`config.mk`:
```
export PLATFORM = sky130hd
export DESIGN_NAME = floppy_host_io_interface
export DESIGN_NICKNAME = d
export VERILOG_FILES = /design/src/floppy_io_pkg.sv /design/src/transfer_pace_timer.sv /design/src/floppy_host_io_interface.sv
export VERILOG_INCLUDE_DIRS = /design/src
export SDC_FILE = /design/constraint.sdc
export NUM_CORES = 1
export LEC_CHECK = 0
export BUFFER_PORTS_ARGS = -buffer_cell sky130_fd_sc_hd__buf_4
export CAP_MARGIN = 20
export CORE_UTILIZATION = 40
export CTS_BUF_LIST = sky130_fd_sc_hd__clkbuf_8
export DETAILED_ROUTE_END_ITERATION = 10
export PLACE_DENSITY = 0.64
export SLEW_MARGIN = 5
export SYNTH_ARGS = -nofsm -noshare
export SYNTH_HDL_FRONTEND = slang
export SYNTH_SLANG_ARGS = --single-unit
```
`constraint.sdc`:
```
create_clock -name clk -period 2.5 [get_ports clk]
set_input_delay 0.375 -clock clk [delete_from_list [all_inputs] [get_ports clk]]
set_output_delay 0.375 -clock clk [all_outputs]
set_load 0.02 [all_outputs]
```
`src/floppy_io_cfg.svh`:
```
`ifndef FLOPPY_IO_CFG_SVH
`define FLOPPY_IO_CFG_SVH

// Clock period
`define CLK_PERIOD_NS 25

// Device field: high digit fixed at 7, low digit from switches
`define DEV_HIGH_DIGIT 3'h7

// Command word fields (bit 0 here is the lsb, host bit 11)
`define CMD_FUNC_HI 3
`define CMD_FUNC_LO 1
`define CMD_DRIVE_BIT 4
`define CMD_MODE_BIT 6
`define CMD_MAINT_BIT 7
`define AC_IE_BIT 0

// Host word layout for 8-bit transfers
`define AC_BYTE_HI 7
`define AC_HIGH_HI 11
`define AC_HIGH_LO 8

// Words per sector
`define SECTOR_WORDS_12 8'h40
`define SECTOR_WORDS_8 8'h80

// Request pacing after service
`define PACE_12_US 23
`define PACE_8_US 18

// Longest initialize
`define INIT_MAX_MS 1800

// Reset values
`define WORD_ZERO 12'h000
`define COUNT_ZERO 8'h00

`endif

```
`src/floppy_io_pkg.sv`:
```
package floppy_io_pkg;

    typedef enum logic [2:0] {
        OP_NOP = 3'h0,
        OP_LOAD_COMMAND = 3'h1,
        OP_TRANSFER_DATA = 3'h2,
        OP_SKIP_TRANSFER_REQUEST = 3'h3,
        OP_SKIP_ERROR = 3'h4,
        OP_SKIP_DONE = 3'h5,
        OP_INTERRUPT_CONTROL = 3'h6,
        OP_INITIALIZE = 3'h7
    } io_op_t;

    typedef enum logic [1:0] {
        ST_IDLE = 2'h0,
        ST_BUSY = 2'h1,
        ST_INIT = 2'h2
    } ctl_state_t;

endpackage

```
`src/transfer_pace_timer.sv`:
```
`timescale 1ns/1ps
`include "floppy_io_cfg.svh"

module transfer_pace_timer #(
    parameter int CNT_W = 10
) (
    input wire logic clk,
    input wire logic rst_n,
    input wire logic start,
    input wire logic eight_bit,
    output logic ready
);
    localparam int PACE12_CYC = (`PACE_12_US * 1000) / `CLK_PERIOD_NS;
    localparam int PACE8_CYC = (`PACE_8_US * 1000) / `CLK_PERIOD_NS;
    localparam logic [CNT_W-1:0] LOAD12 = CNT_W'(PACE12_CYC - 1);
    localparam logic [CNT_W-1:0] LOAD8 = CNT_W'(PACE8_CYC - 1);

    logic [CNT_W-1:0] cnt_q;

    // Counts down the gap after each serviced request
    always_ff @(posedge clk or negedge rst_n) begin
        if (!rst_n) begin
            cnt_q <= '0;
        end else if (start) begin
            cnt_q <= eight_bit ? LOAD8 : LOAD12;
        end else if (cnt_q != '0) begin
            cnt_q <= cnt_q - CNT_W'(1);
        end
    end

    // Ready once the gap has fully run
    assign ready = (cnt_q == '0) && !start;
endmodule

```
`src/floppy_host_io_interface.sv`:
```
`timescale 1ns/1ps
`include "floppy_io_cfg.svh"
// Notes on behaviour
// - Sector holds 64 or 128 words
// - 12-bit sectors padded with zeros
// - Request raised 23 or 18 us after service
// - Pending request held until host services it
// - Device code 70-77 from three switches
// - Load command copies accumulator, clears it
// - No new function before previous completes
// - Transfer data moves word, tells controller proceed
// - Write leaves accumulator unchanged, loads all bits
// - 12-bit read jams, 8-bit read ORs byte
// - After done, transfer returns status word
// - Skip on transfer request, clear it
// - Skip on error, clear; error sets done
// - Skip on done, clear done flag
// - Accumulator bit 11 enables done interrupt
// - Initialize clears status, sets done, 1.8 s max
// - Initialize by instruction or bus reset
// - One register serves all six roles
// - Command bits 8-10 give function code
// - Command bit 7 selects drive
// - Command bit 5 selects mode; init 12-bit
// - Command bit 4 enters maintenance mode
// - Programmed initialize clears flags and enable

module floppy_host_io_interface #(
    parameter int INIT_MAX_CYCLES = (`INIT_MAX_MS * 1000) / `CLK_PERIOD_NS * 1000,
    parameter int INIT_W = 27
) (
    input wire logic clk,
    input wire logic rst_n,
    input wire logic io_strobe,
    input wire logic [5:0] io_device,
    input wire floppy_io_pkg::io_op_t io_op,
    input wire logic [11:0] ac_in,
    input wire logic [2:0] dev_switch,
    input wire logic bus_init,
    output logic [11:0] ac_out,
    output logic ac_load,
    output logic skip,
    output logic irq,
    output logic [11:0] ctl_data_out,
    input wire logic [11:0] ctl_data_in,
    input wire logic ctl_load,
    input wire logic ctl_to_host,
    input wire logic ctl_tr_req,
    input wire logic ctl_done,
    input wire logic ctl_error,
    output logic ctl_run,
    output logic ctl_init,
    output logic [2:0] ctl_function,
    output logic ctl_drive,
    output logic ctl_eight_bit,
    output logic maint_mode,
    output logic sector_full
);
    import floppy_io_pkg::*;

    ctl_state_t state_q;
    logic [11:0] iface_q;
    logic [11:0] ac_out_q;
    logic ac_load_q, skip_q, run_q, init_q;
    logic tr_q, err_q, done_q, ie_q, maint_q, eight_q, pend_q;
    logic [2:0] func_q;
    logic drive_q;
    logic [7:0] word_cnt_q;
    logic [INIT_W-1:0] init_cnt_q;
    logic hit, lcd_hit, lcd_ok, xdr_hit, xdr_read, xdr_write, xdr_proceed;
    logic str_hit, ser_hit, sdn_hit, interrupt_control_instr_hit, init_go, pace_ready, pad_active;
    logic tr_set, init_timeout;
    logic [7:0] sector_limit;
    logic [11:0] read_word;

    // Instruction decode against the switch code
    assign hit = io_strobe && (io_device == {`DEV_HIGH_DIGIT, dev_switch});
    assign lcd_hit = hit && (io_op == OP_LOAD_COMMAND);
    assign lcd_ok = lcd_hit && (state_q == ST_IDLE);
    assign xdr_hit = hit && (io_op == OP_TRANSFER_DATA);
    assign xdr_read = xdr_hit && (maint_q || state_q != ST_BUSY || ctl_to_host);
    assign xdr_write = xdr_hit && !xdr_read;
    assign xdr_proceed = xdr_hit && !maint_q && (state_q == ST_BUSY);
    assign str_hit = hit && (io_op == OP_SKIP_TRANSFER_REQUEST);
    assign ser_hit = hit && (io_op == OP_SKIP_ERROR);
    assign sdn_hit = hit && (io_op == OP_SKIP_DONE);
    assign interrupt_control_instr_hit = hit && (io_op == OP_INTERRUPT_CONTROL);
    assign init_go = (hit && (io_op == OP_INITIALIZE)) || bus_init;

    // Sector length and zero padding
    assign sector_limit = eight_q ? `SECTOR_WORDS_8 : `SECTOR_WORDS_12;
    assign sector_full = (word_cnt_q >= sector_limit);
    assign pad_active = (state_q == ST_BUSY) && !eight_q && sector_full;
    assign ctl_data_out = pad_active ? `WORD_ZERO : iface_q;

    // Read merge: jam in 12-bit, OR the byte in 8-bit
    assign read_word = eight_q ?
        {ac_in[`AC_HIGH_HI:`AC_HIGH_LO], ac_in[`AC_BYTE_HI:0] | iface_q[`AC_BYTE_HI:0]} :
        iface_q;

    // Request reaches the host only after the pacing gap
    assign tr_set = pend_q && pace_ready && !pad_active;
    assign init_timeout = (state_q == ST_INIT) &&
        (init_cnt_q == INIT_W'(INIT_MAX_CYCLES - 1));

    transfer_pace_timer #(
        .CNT_W(10)
    ) u_pace (
        .clk(clk),
        .rst_n(rst_n),
        .start(xdr_proceed),
        .eight_bit(eight_q),
        .ready(pace_ready)
    );

    // Controller sequencing state
    always_ff @(posedge clk or negedge rst_n) begin
        if (!rst_n) begin
            state_q <= ST_IDLE;
        end else if (init_go) begin
            state_q <= ST_INIT;
        end else if (ctl_done || ctl_error || init_timeout) begin
            state_q <= ST_IDLE;
        end else if (lcd_ok && !maint_q) begin
            state_q <= ST_BUSY;
        end
    end

    // Initialize watchdog
    always_ff @(posedge clk or negedge rst_n) begin
        if (!rst_n) begin
            init_cnt_q <= '0;
        end else if (init_go || state_q != ST_INIT) begin
            init_cnt_q <= '0;
        end else begin
            init_cnt_q <= init_cnt_q + INIT_W'(1);
        end
    end

    // The single interface register
    always_ff @(posedge clk or negedge rst_n) begin
        if (!rst_n) begin
            iface_q <= `WORD_ZERO;
        end else if (init_go) begin
            iface_q <= `WORD_ZERO;
        end else if (lcd_ok || xdr_write) begin
            iface_q <= ac_in;
        end else if (ctl_load && !maint_q) begin
            iface_q <= ctl_data_in;
        end
    end

    // Command fields, mode and maintenance
    always_ff @(posedge clk or negedge rst_n) begin
        if (!rst_n) begin
            func_q <= 3'h0;
            drive_q <= 1'b0;
            eight_q <= 1'b0;
            maint_q <= 1'b0;
        end else if (init_go) begin
            eight_q <= 1'b0;
            maint_q <= 1'b0;
        end else if (lcd_ok) begin
            func_q <= ac_in[`CMD_FUNC_HI:`CMD_FUNC_LO];
            drive_q <= ac_in[`CMD_DRIVE_BIT];
            eight_q <= ac_in[`CMD_MODE_BIT];
            maint_q <= ac_in[`CMD_MAINT_BIT];
        end
    end

    // Host accumulator answer
    always_ff @(posedge clk or negedge rst_n) begin
        if (!rst_n) begin
            ac_out_q <= `WORD_ZERO;
            ac_load_q <= 1'b0;
        end else begin
            ac_load_q <= lcd_hit || xdr_read;
            if (lcd_hit) begin
                ac_out_q <= `WORD_ZERO;
            end else if (xdr_read) begin
                ac_out_q <= read_word;
            end
        end
    end

    // Skip answer for the three test instructions
    always_ff @(posedge clk or negedge rst_n) begin
        if (!rst_n) begin
            skip_q <= 1'b0;
        end else begin
            skip_q <= (str_hit && tr_q) || (ser_hit && err_q) || (sdn_hit && done_q);
        end
    end

    // Controller strobes
    always_ff @(posedge clk or negedge rst_n) begin
        if (!rst_n) begin
            run_q <= 1'b0;
            init_q <= 1'b0;
        end else begin
            run_q <= (lcd_ok && !maint_q) || xdr_proceed ||
                (ctl_tr_req && pad_active);
            init_q <= init_go;
        end
    end

    // Pending request from the controller
    always_ff @(posedge clk or negedge rst_n) begin
        if (!rst_n) begin
            pend_q <= 1'b0;
        end else if (init_go) begin
            pend_q <= 1'b0;
        end else if (ctl_tr_req && !pad_active) begin
            pend_q <= 1'b1;
        end else if (tr_set) begin
            pend_q <= 1'b0;
        end
    end

    // Words moved in the current sector
    always_ff @(posedge clk or negedge rst_n) begin
        if (!rst_n) begin
            word_cnt_q <= `COUNT_ZERO;
        end else if (init_go || lcd_ok) begin
            word_cnt_q <= `COUNT_ZERO;
        end else if ((xdr_proceed || (ctl_tr_req && pad_active)) && word_cnt_q != 8'hff) begin
            word_cnt_q <= word_cnt_q + 8'h01;
        end
    end

    // Flags: initialize clears all; otherwise a set wins over a clear in the same cycle
    always_ff @(posedge clk or negedge rst_n) begin
        if (!rst_n) begin
            tr_q <= 1'b0;
            err_q <= 1'b0;
            done_q <= 1'b0;
        end else if (init_go) begin
            tr_q <= 1'b0;
            err_q <= 1'b0;
            done_q <= 1'b0;
        end else begin
            if (tr_set || maint_q) begin
                tr_q <= 1'b1;
            end else if (str_hit) begin
                tr_q <= 1'b0;
            end
            if (ctl_error || init_timeout || maint_q) begin
                err_q <= 1'b1;
            end else if (ser_hit) begin
                err_q <= 1'b0;
            end
            if (ctl_done || ctl_error || init_timeout || maint_q) begin
                done_q <= 1'b1;
            end else if (sdn_hit || lcd_ok) begin
                done_q <= 1'b0;
            end
        end
    end

    // Interrupt enable
    always_ff @(posedge clk or negedge rst_n) begin
        if (!rst_n) begin
            ie_q <= 1'b0;
        end else if (init_go) begin
            ie_q <= 1'b0;
        end else if (interrupt_control_instr_hit) begin
            ie_q <= ac_in[`AC_IE_BIT];
        end
    end

    // Outputs
    assign ac_out = ac_out_q;
    assign ac_load = ac_load_q;
    assign skip = skip_q;
    assign irq = done_q && ie_q;
    assign ctl_run = run_q;
    assign ctl_init = init_q;
    assign ctl_function = func_q;
    assign ctl_drive = drive_q;
    assign ctl_eight_bit = eight_q;
    assign maint_mode = maint_q;
endmodule

```
Word level (Yosys, flattened, before mapping)
Cells that the tools add are included.
- logic and storage cells: 141
- register bits: 86
- input bits: 45
- output and inout port bits: 36
- order comparisons: 1
- bitwise operators: 2
- $add $sub $neg: 3
- mux-type cells: 35
- equal/unequal tests: 14
- reductions and logical operators: 67
- operators with widths (operator ; count):
    2-to-1 mux 12 bit ; 7
    logical AND 1 bit ; 28
    adder 27 x 1 -> 27 bit, second input constant ; 1
    == test 27 bit, second input constant ; 1
    2-to-1 mux 27 bit ; 1
    2-to-1 mux 8 bit ; 3
    2-to-1 mux 10 bit ; 2
    logical OR 1 bit ; 19
    2-to-1 mux 1 bit ; 18
    nonzero test 3 bit ; 6
    == test 3 bit, second input constant ; 4
    zero test 10 bit ; 1
    nonzero test 10 bit ; 1
    nonzero test 2 bit ; 5
    subtractor 10 x 1 -> 10 bit, second input constant ; 1
    2-to-1 mux 9 bit ; 1
    adder 8 x 1 -> 8 bit, second input constant ; 1
    greater-or-equal comparator 8 bit ; 1
    inequality test 8 bit, second input constant ; 1
    OR 8 bit ; 1
    == test 3 x 2 -> 1 bit, second input constant ; 2
    == test 6 bit ; 1
    2-to-1 mux 2 bit ; 3
    zero test 1 bit ; 5
    8 further kinds ; 8

Logic depth before layout (Yosys ltp)
- depth after elaboration: 12
- mapped depth: 9
- gate-level depth less buffers: 7

Hierarchy
Synthesis repeated with hierarchy kept, for this count alone.
- cells, all modules: 443
- area total of the unflattened synthesis: 4488.1 um^2
- by module, submodules not included (module ; area an instance (um^2) ; seq. area each (um^2) ; cells each ; instances):
    floppy_host_io_interface ; 3921.3 ; 1901.8 ; 387 ; 1
    transfer_pace_timer ; 566.8 ; 250.2 ; 56 ; 1

Worst setup path after synthesis
Ideal clock, no wire load.
- path type: reg-to-output
- start: register eight_q, in the netlist ctl_eight_bit
- end: output ctl_data_out[10]
- path slack: -0.677 ns
- arrival: 2.802 ns
- buffers on the path: 3
- cell stages (with the launch flop): 10
- required time: 2.125 ns
- cells stage by stage: dfrtp_1 clkbuf_1 clkbuf_1 inv_1 ha_1 and4b_1 a221o_1 and2_4 clkbuf_1 nor2b_1
- word-level cells in the longest chain between the ends: 4
- elaborated cells on any way between the ends: 6
- those cells by class: order compare: 1; mux: 2; reduce/logical: 3
- RTL lines (element ; RTL line ; text):
    start, declared ; floppy_host_io_interface.sv:65 ; logic tr_q, err_q, done_q, ie_q, maint_q, eight_q, pend_q;
    start signal, assigned ; floppy_host_io_interface.sv:166 ; eight_q <= ac_in[`CMD_MODE_BIT];
    2-to-1 mux 8 bit (no line) ; -- ;
    greater-or-equal comparator 8 bit ; floppy_host_io_interface.sv:92 ; assign sector_full = (word_cnt_q >= sector_limit);
    via sector_full ; floppy_host_io_interface.sv:57 ; output logic sector_full
    logical AND 1 bit ; floppy_host_io_interface.sv:93 ; assign pad_active = (state_q == ST_BUSY) && !eight_q && sector_full;
    2-to-1 mux 12 bit ; floppy_host_io_interface.sv:94 ; assign ctl_data_out = pad_active ? `WORD_ZERO : iface_q;
    end, declared ; floppy_host_io_interface.sv:44 ; output logic [11:0] ctl_data_out,
The timed path passes the listed nets, and every way through them passes these cells.

Final worst setup path
- start: register eight_q, in the netlist ctl_eight_bit
- end: output ctl_data_out[0]
- word-level cells in the longest chain between the ends: 4
- elaborated cells on any way between the ends: 6
- those cells by class: order compare: 1; mux: 2; reduce/logical: 3
- RTL lines (element ; RTL line):
    2-to-1 mux 8 bit (no line) or zero test 1 bit (tied branches) ; --
    greater-or-equal comparator 8 bit or logical AND 1 bit (tied branches) ; floppy_host_io_interface.sv:92, floppy_host_io_interface.sv:93
    logical AND 1 bit * ; floppy_host_io_interface.sv:93
    2-to-1 mux 12 bit * ; floppy_host_io_interface.sv:94
Every way passes the cells marked *; elsewhere a longest branch is shown, timed or not.

==> impl_metrics.py <==
metrics = {
    "run_status": {
        "status": "finished with violations",
        "violations": "negative setup slack",
    },
    "synth": {
        "ys_ff_latch": 86,
        "synthFlopType": "dfrtp_1",
        "yosys-top-cells-area": "dfrtp_1 (47%), mux2i_1 (4.8%), nor2_1 (4.7%), xnor2_1 (4.2%), mux2_2 (3.9%)",
        "yosys_warnings": 0,
        "synth_edf_count": 0,
        "syn_inst": 479,
        "netlist_area_um2": 4593,
        "synth_seq_area_share": 0.4685,
        "syn_area_per_cell_um2": 9.589,
        "synth_nets": 531,
        "synthArstFlopShare": 1.000,
        "synth_top_area_cell": "dfrtp_1",
        "ys_types": 53,
        "synth_top_area_share": 0.4685,
    },
    "clock_tree": {
        "cts_hold_buf": 0,
        "clock_tree.root_cell": "clkbuf_8",
        "clk_latency_ps": 370,
        "clk_path_buf_depth": 2,
        "clock-sinks": 86,
        "numCtsBuffers": 9,
        "clk_pin_slew_ps": 90,
        "cts_tree": "done",
        "cts_htree_levels": 3,
    },
    "min_path": {
        "min_path_type": "input pin to async pin",
    },
    "sta": {
        "rsz0062_at_grt": "yes",
        "slew_viol_final": 0,
        "slew_headroom": 0.5746,
        "holdWs_ps": 14.63,
        "max_freq_mhz": 389.1,
        "hold_viol": 0,
        "post-route-period-util": 1.028,
        "worstMarginPinSlew_ps": 635.1,
        "fin_crit_ps": 2570,
        "skew_ps": 8.849,
        "setup_viol": 6,
        "fin_ws_ps": -70.19,
    },
    "setup_path": {
        "cp_slowest_stage_delay_ps": 450,
        "cp.buffers_inverters": 2,
        "crit_path_max_fanout": 8,
        "crit_slowest_cell": "dfrtp_2",
        "cp.arrival_ps": 2200,
        "cp-start-kind": "register",
        "required_ps": 2120,
        "critPathTopFamily": "simple AND/OR/NAND/NOR gates",
        "critPathKind": "register to output port",
        "worstPathCellList": "inv_8 -> ha_4 -> and4b_1 -> a221o_2 -> and2_4 -> and2b_1 -> buf_6",
        "end_kind": "output port",
    },
    "grt": {
        "grt_pass1_wl_um": 18360,
        "overflow": 0,
        "antenna_found_initial": 0,
        "grt_max_degree": 47,
        "first_global_vias": 3650,
        "grt.total_usage": 0.2022,
    },
    "routing": {
        "antenna_left": 0,
        "drt_pass1_iterations": 6,
        "vias": 3767,
        "top_layer_used": "met4",
        "met3WireLength_um": 447,
        "wl_per_cell_um": 15.78,
        "routed-wl-met2_um": 5567,
        "via_per_inst": 5.269,
        "first_iter_violations": 267,
        "drc": 0,
        "wl_met1_um": 5106,
        "wl_um": 11290,
    },
    "pwr": {
        "power.switching_mw": 0.6658,
        "p_leak_nw": 2.651,
        "clkPwrFrac": 0.386,
        "power.total_mw": 2.770,
        "power_density_nw_per_um2": 475.5,
        "power_frac_comb": 0.098,
        "p_int_mw": 2.104,
        "seq_power_share": 0.516,
        "ir_worst_vdd_mv": 0.2682,
        "swShare": 0.2403,
    },
    "finish": {
        "num-nets-final": 622,
        "syn_to_final_growth_pct": 26.83,
        "drive_above_1_share": 0.2800,
        "fillers": 1009,
        "diodes": 0,
        "postLayoutCoreUtil": 0.5281,
    },
    "floorplan": {
        "initial_core_util": 0.4164,
        "dieArea_um2": 11920,
        "core-area_um2": 11030,
        "die_y_um": 109.2,
        "rows": 38,
        "die_x_um": 109.2,
        "io_pins": 81,
    },
    "place": {
        "port_buffers": 80,
        "dp_hpwl_um": 7896,
        "globalplace.congestion": 0.8101,
    },
    "flow_run": {
        "drv_cap": 0,
    },
}
-- power groups by stage --
stage / clock (mW) / sequential (mW) / combinational (mW)
after floorplan: 0 / 1.46 / 0.120
after global placement: 0 / 1.46 / 0.260
after detailed placement: 0 / 1.46 / 0.265
after CTS: 1.10 / 1.43 / 0.271
after global routing: 1.17 / 1.43 / 0.295
final: 1.07 / 1.43 / 0.271
-- logic make-up after synthesis --
group	Yosys count	share of synthesized area
compound gates	72	0.09562
simple gates	208	0.2367
fa+ha+maj	7	0.01907
buf+inv	37	0.03378
xor+xnor	31	0.05911
flops	86	0.4685
mux	38	0.08717
-- flip-flops by register name, summed over array words and instances, names as in the netlist, 2 cells and up --
| signal | cells |
|---|---|
| init_cnt_q | 27 |
| ac_out | 12 |
| iface_q | 12 |
| u_pace.cnt_q | 10 |
| word_cnt_q | 8 |
| ctl_function | 3 |
| state_q | 2 |
-- placed cells by master (no fill, tap or decap), types with 3 or more instances in the layout --
master	synthesis	final
nor4_1	6	6
buf_6	0	12
nor3b_1	4	3
and4_1	3	3
and3_1	5	5
buf_4	2	86
nand4_1	6	6
a21oi_1	23	22
ha_1	7	5
mux2i_1	22	22
o211ai_1	5	5
dfrtp_1	86	84
nor2b_1	16	6
and2_1	7	7
nand4b_1	3	3
nor2_1	57	57
clkbuf_8	0	9
nor2b_4	0	10
a211oi_1	5	5
xnor2_1	22	22
or3b_2	3	3
o21ai_0	22	22
nor3_1	11	11
nand3_1	22	22
nand2_1	42	42
nand2b_1	4	4
a31oi_1	3	3
nand3b_1	3	3
xor2_1	9	9
mux2_2	16	16
or3_1	3	3
inv_1	17	17
-- final cells by class --
type	instances	area [um2]	share of cell area
multi-input combinational	357	2409	0.4134
clock buffer	9	123.9	0.02126
clock inverter	7	91.34	0.01568
tap	140	175.2	0.03007
timing repair buffer	99	800.8	0.1375
sequential	86	2155	0.3698
inverter	17	71.32	0.01224
-- worst paths after layout --
check	from	to	slack, ps	depth (start not counted)
worst max register to register	ctl_eight_bit	tr_q	50	9
worst max-delay path	ctl_eight_bit	ctl_data_out[0]	-70	7
min in group clk	bus_init	ie_q	190	2
max in group asynchronous	rst_n	ie_q	1830	2
worst min-delay path	rst_n	u_pace.cnt_q[7]	10	1
worst min register to register	ac_out[9]	ac_out[9]	490	2
-- worst reg2reg max path, cell delays in order (launching register included) --
cell and delay (ps):
dfrtp_2 450, inv_8 70, ha_4 180, and4b_1 180, a221o_2 370, buf_4 150
and2_4 180, buf_4 160, or4b_4 530, a21oi_2 120
-- layer usage --
metal | vias to the layer above | track usage
li1 | 1852 | -
met1 | 1819 | 0.2637
met2 | 83 | 0.3261
met3 | 13 | 0.04961
met4 | 0 | 0.06950
met5 | - | 0
-- Yosys cell counts (all sizes together), types with 3 or more instances --
| master | count |
|---|---|
| o21ai | 23 |
| mux2 | 16 |
| nand3 | 22 |
| nor2b | 16 |
| nor3b | 4 |
| and4 | 3 |
| clkbuf | 10 |
| nand4 | 6 |
| or3b | 4 |
| nand2b | 4 |
| mux2i | 22 |
| a211oi | 5 |
| or4b | 3 |
| o211ai | 5 |
| ha | 7 |
| inv | 17 |
| nor3 | 11 |
| buf | 10 |
| nor2 | 57 |
| nand4b | 3 |
| a31oi | 3 |
| or3 | 3 |
| a21oi | 23 |
| xnor2 | 22 |
| nand3b | 3 |
| and2 | 8 |
| nor4 | 8 |
| nand2 | 42 |
| and3 | 5 |
| dfrtp | 86 |
| xor2 | 9 |
-- repair_timing --
| item | 4_1_cts | 5_1_grt |
|---|---|---|
| setup endpoints to repair | 12 | 12 |
| buffers inserted | 2 | 3 |
| resized for setup | 11 | 7 |
| gates cloned | 1 | 0 |
| pin swaps | 1 | 0 |
-- metrics by stage --
step                setup TNS, ps  std cells  setup slack (ps)  instance area (um2)
floorplan                  -212.7        479            -21.27                 4756
global placement                0        693             210.5                 5505
detailed placement              0        693             150.1                 5505
CTS                        -725.1        712            -113.0                 5779
global route                -1117        715            -144.8                 5826
finish                     -401.5        715            -70.19                 5826
Power figures use the tool's default switching activity.
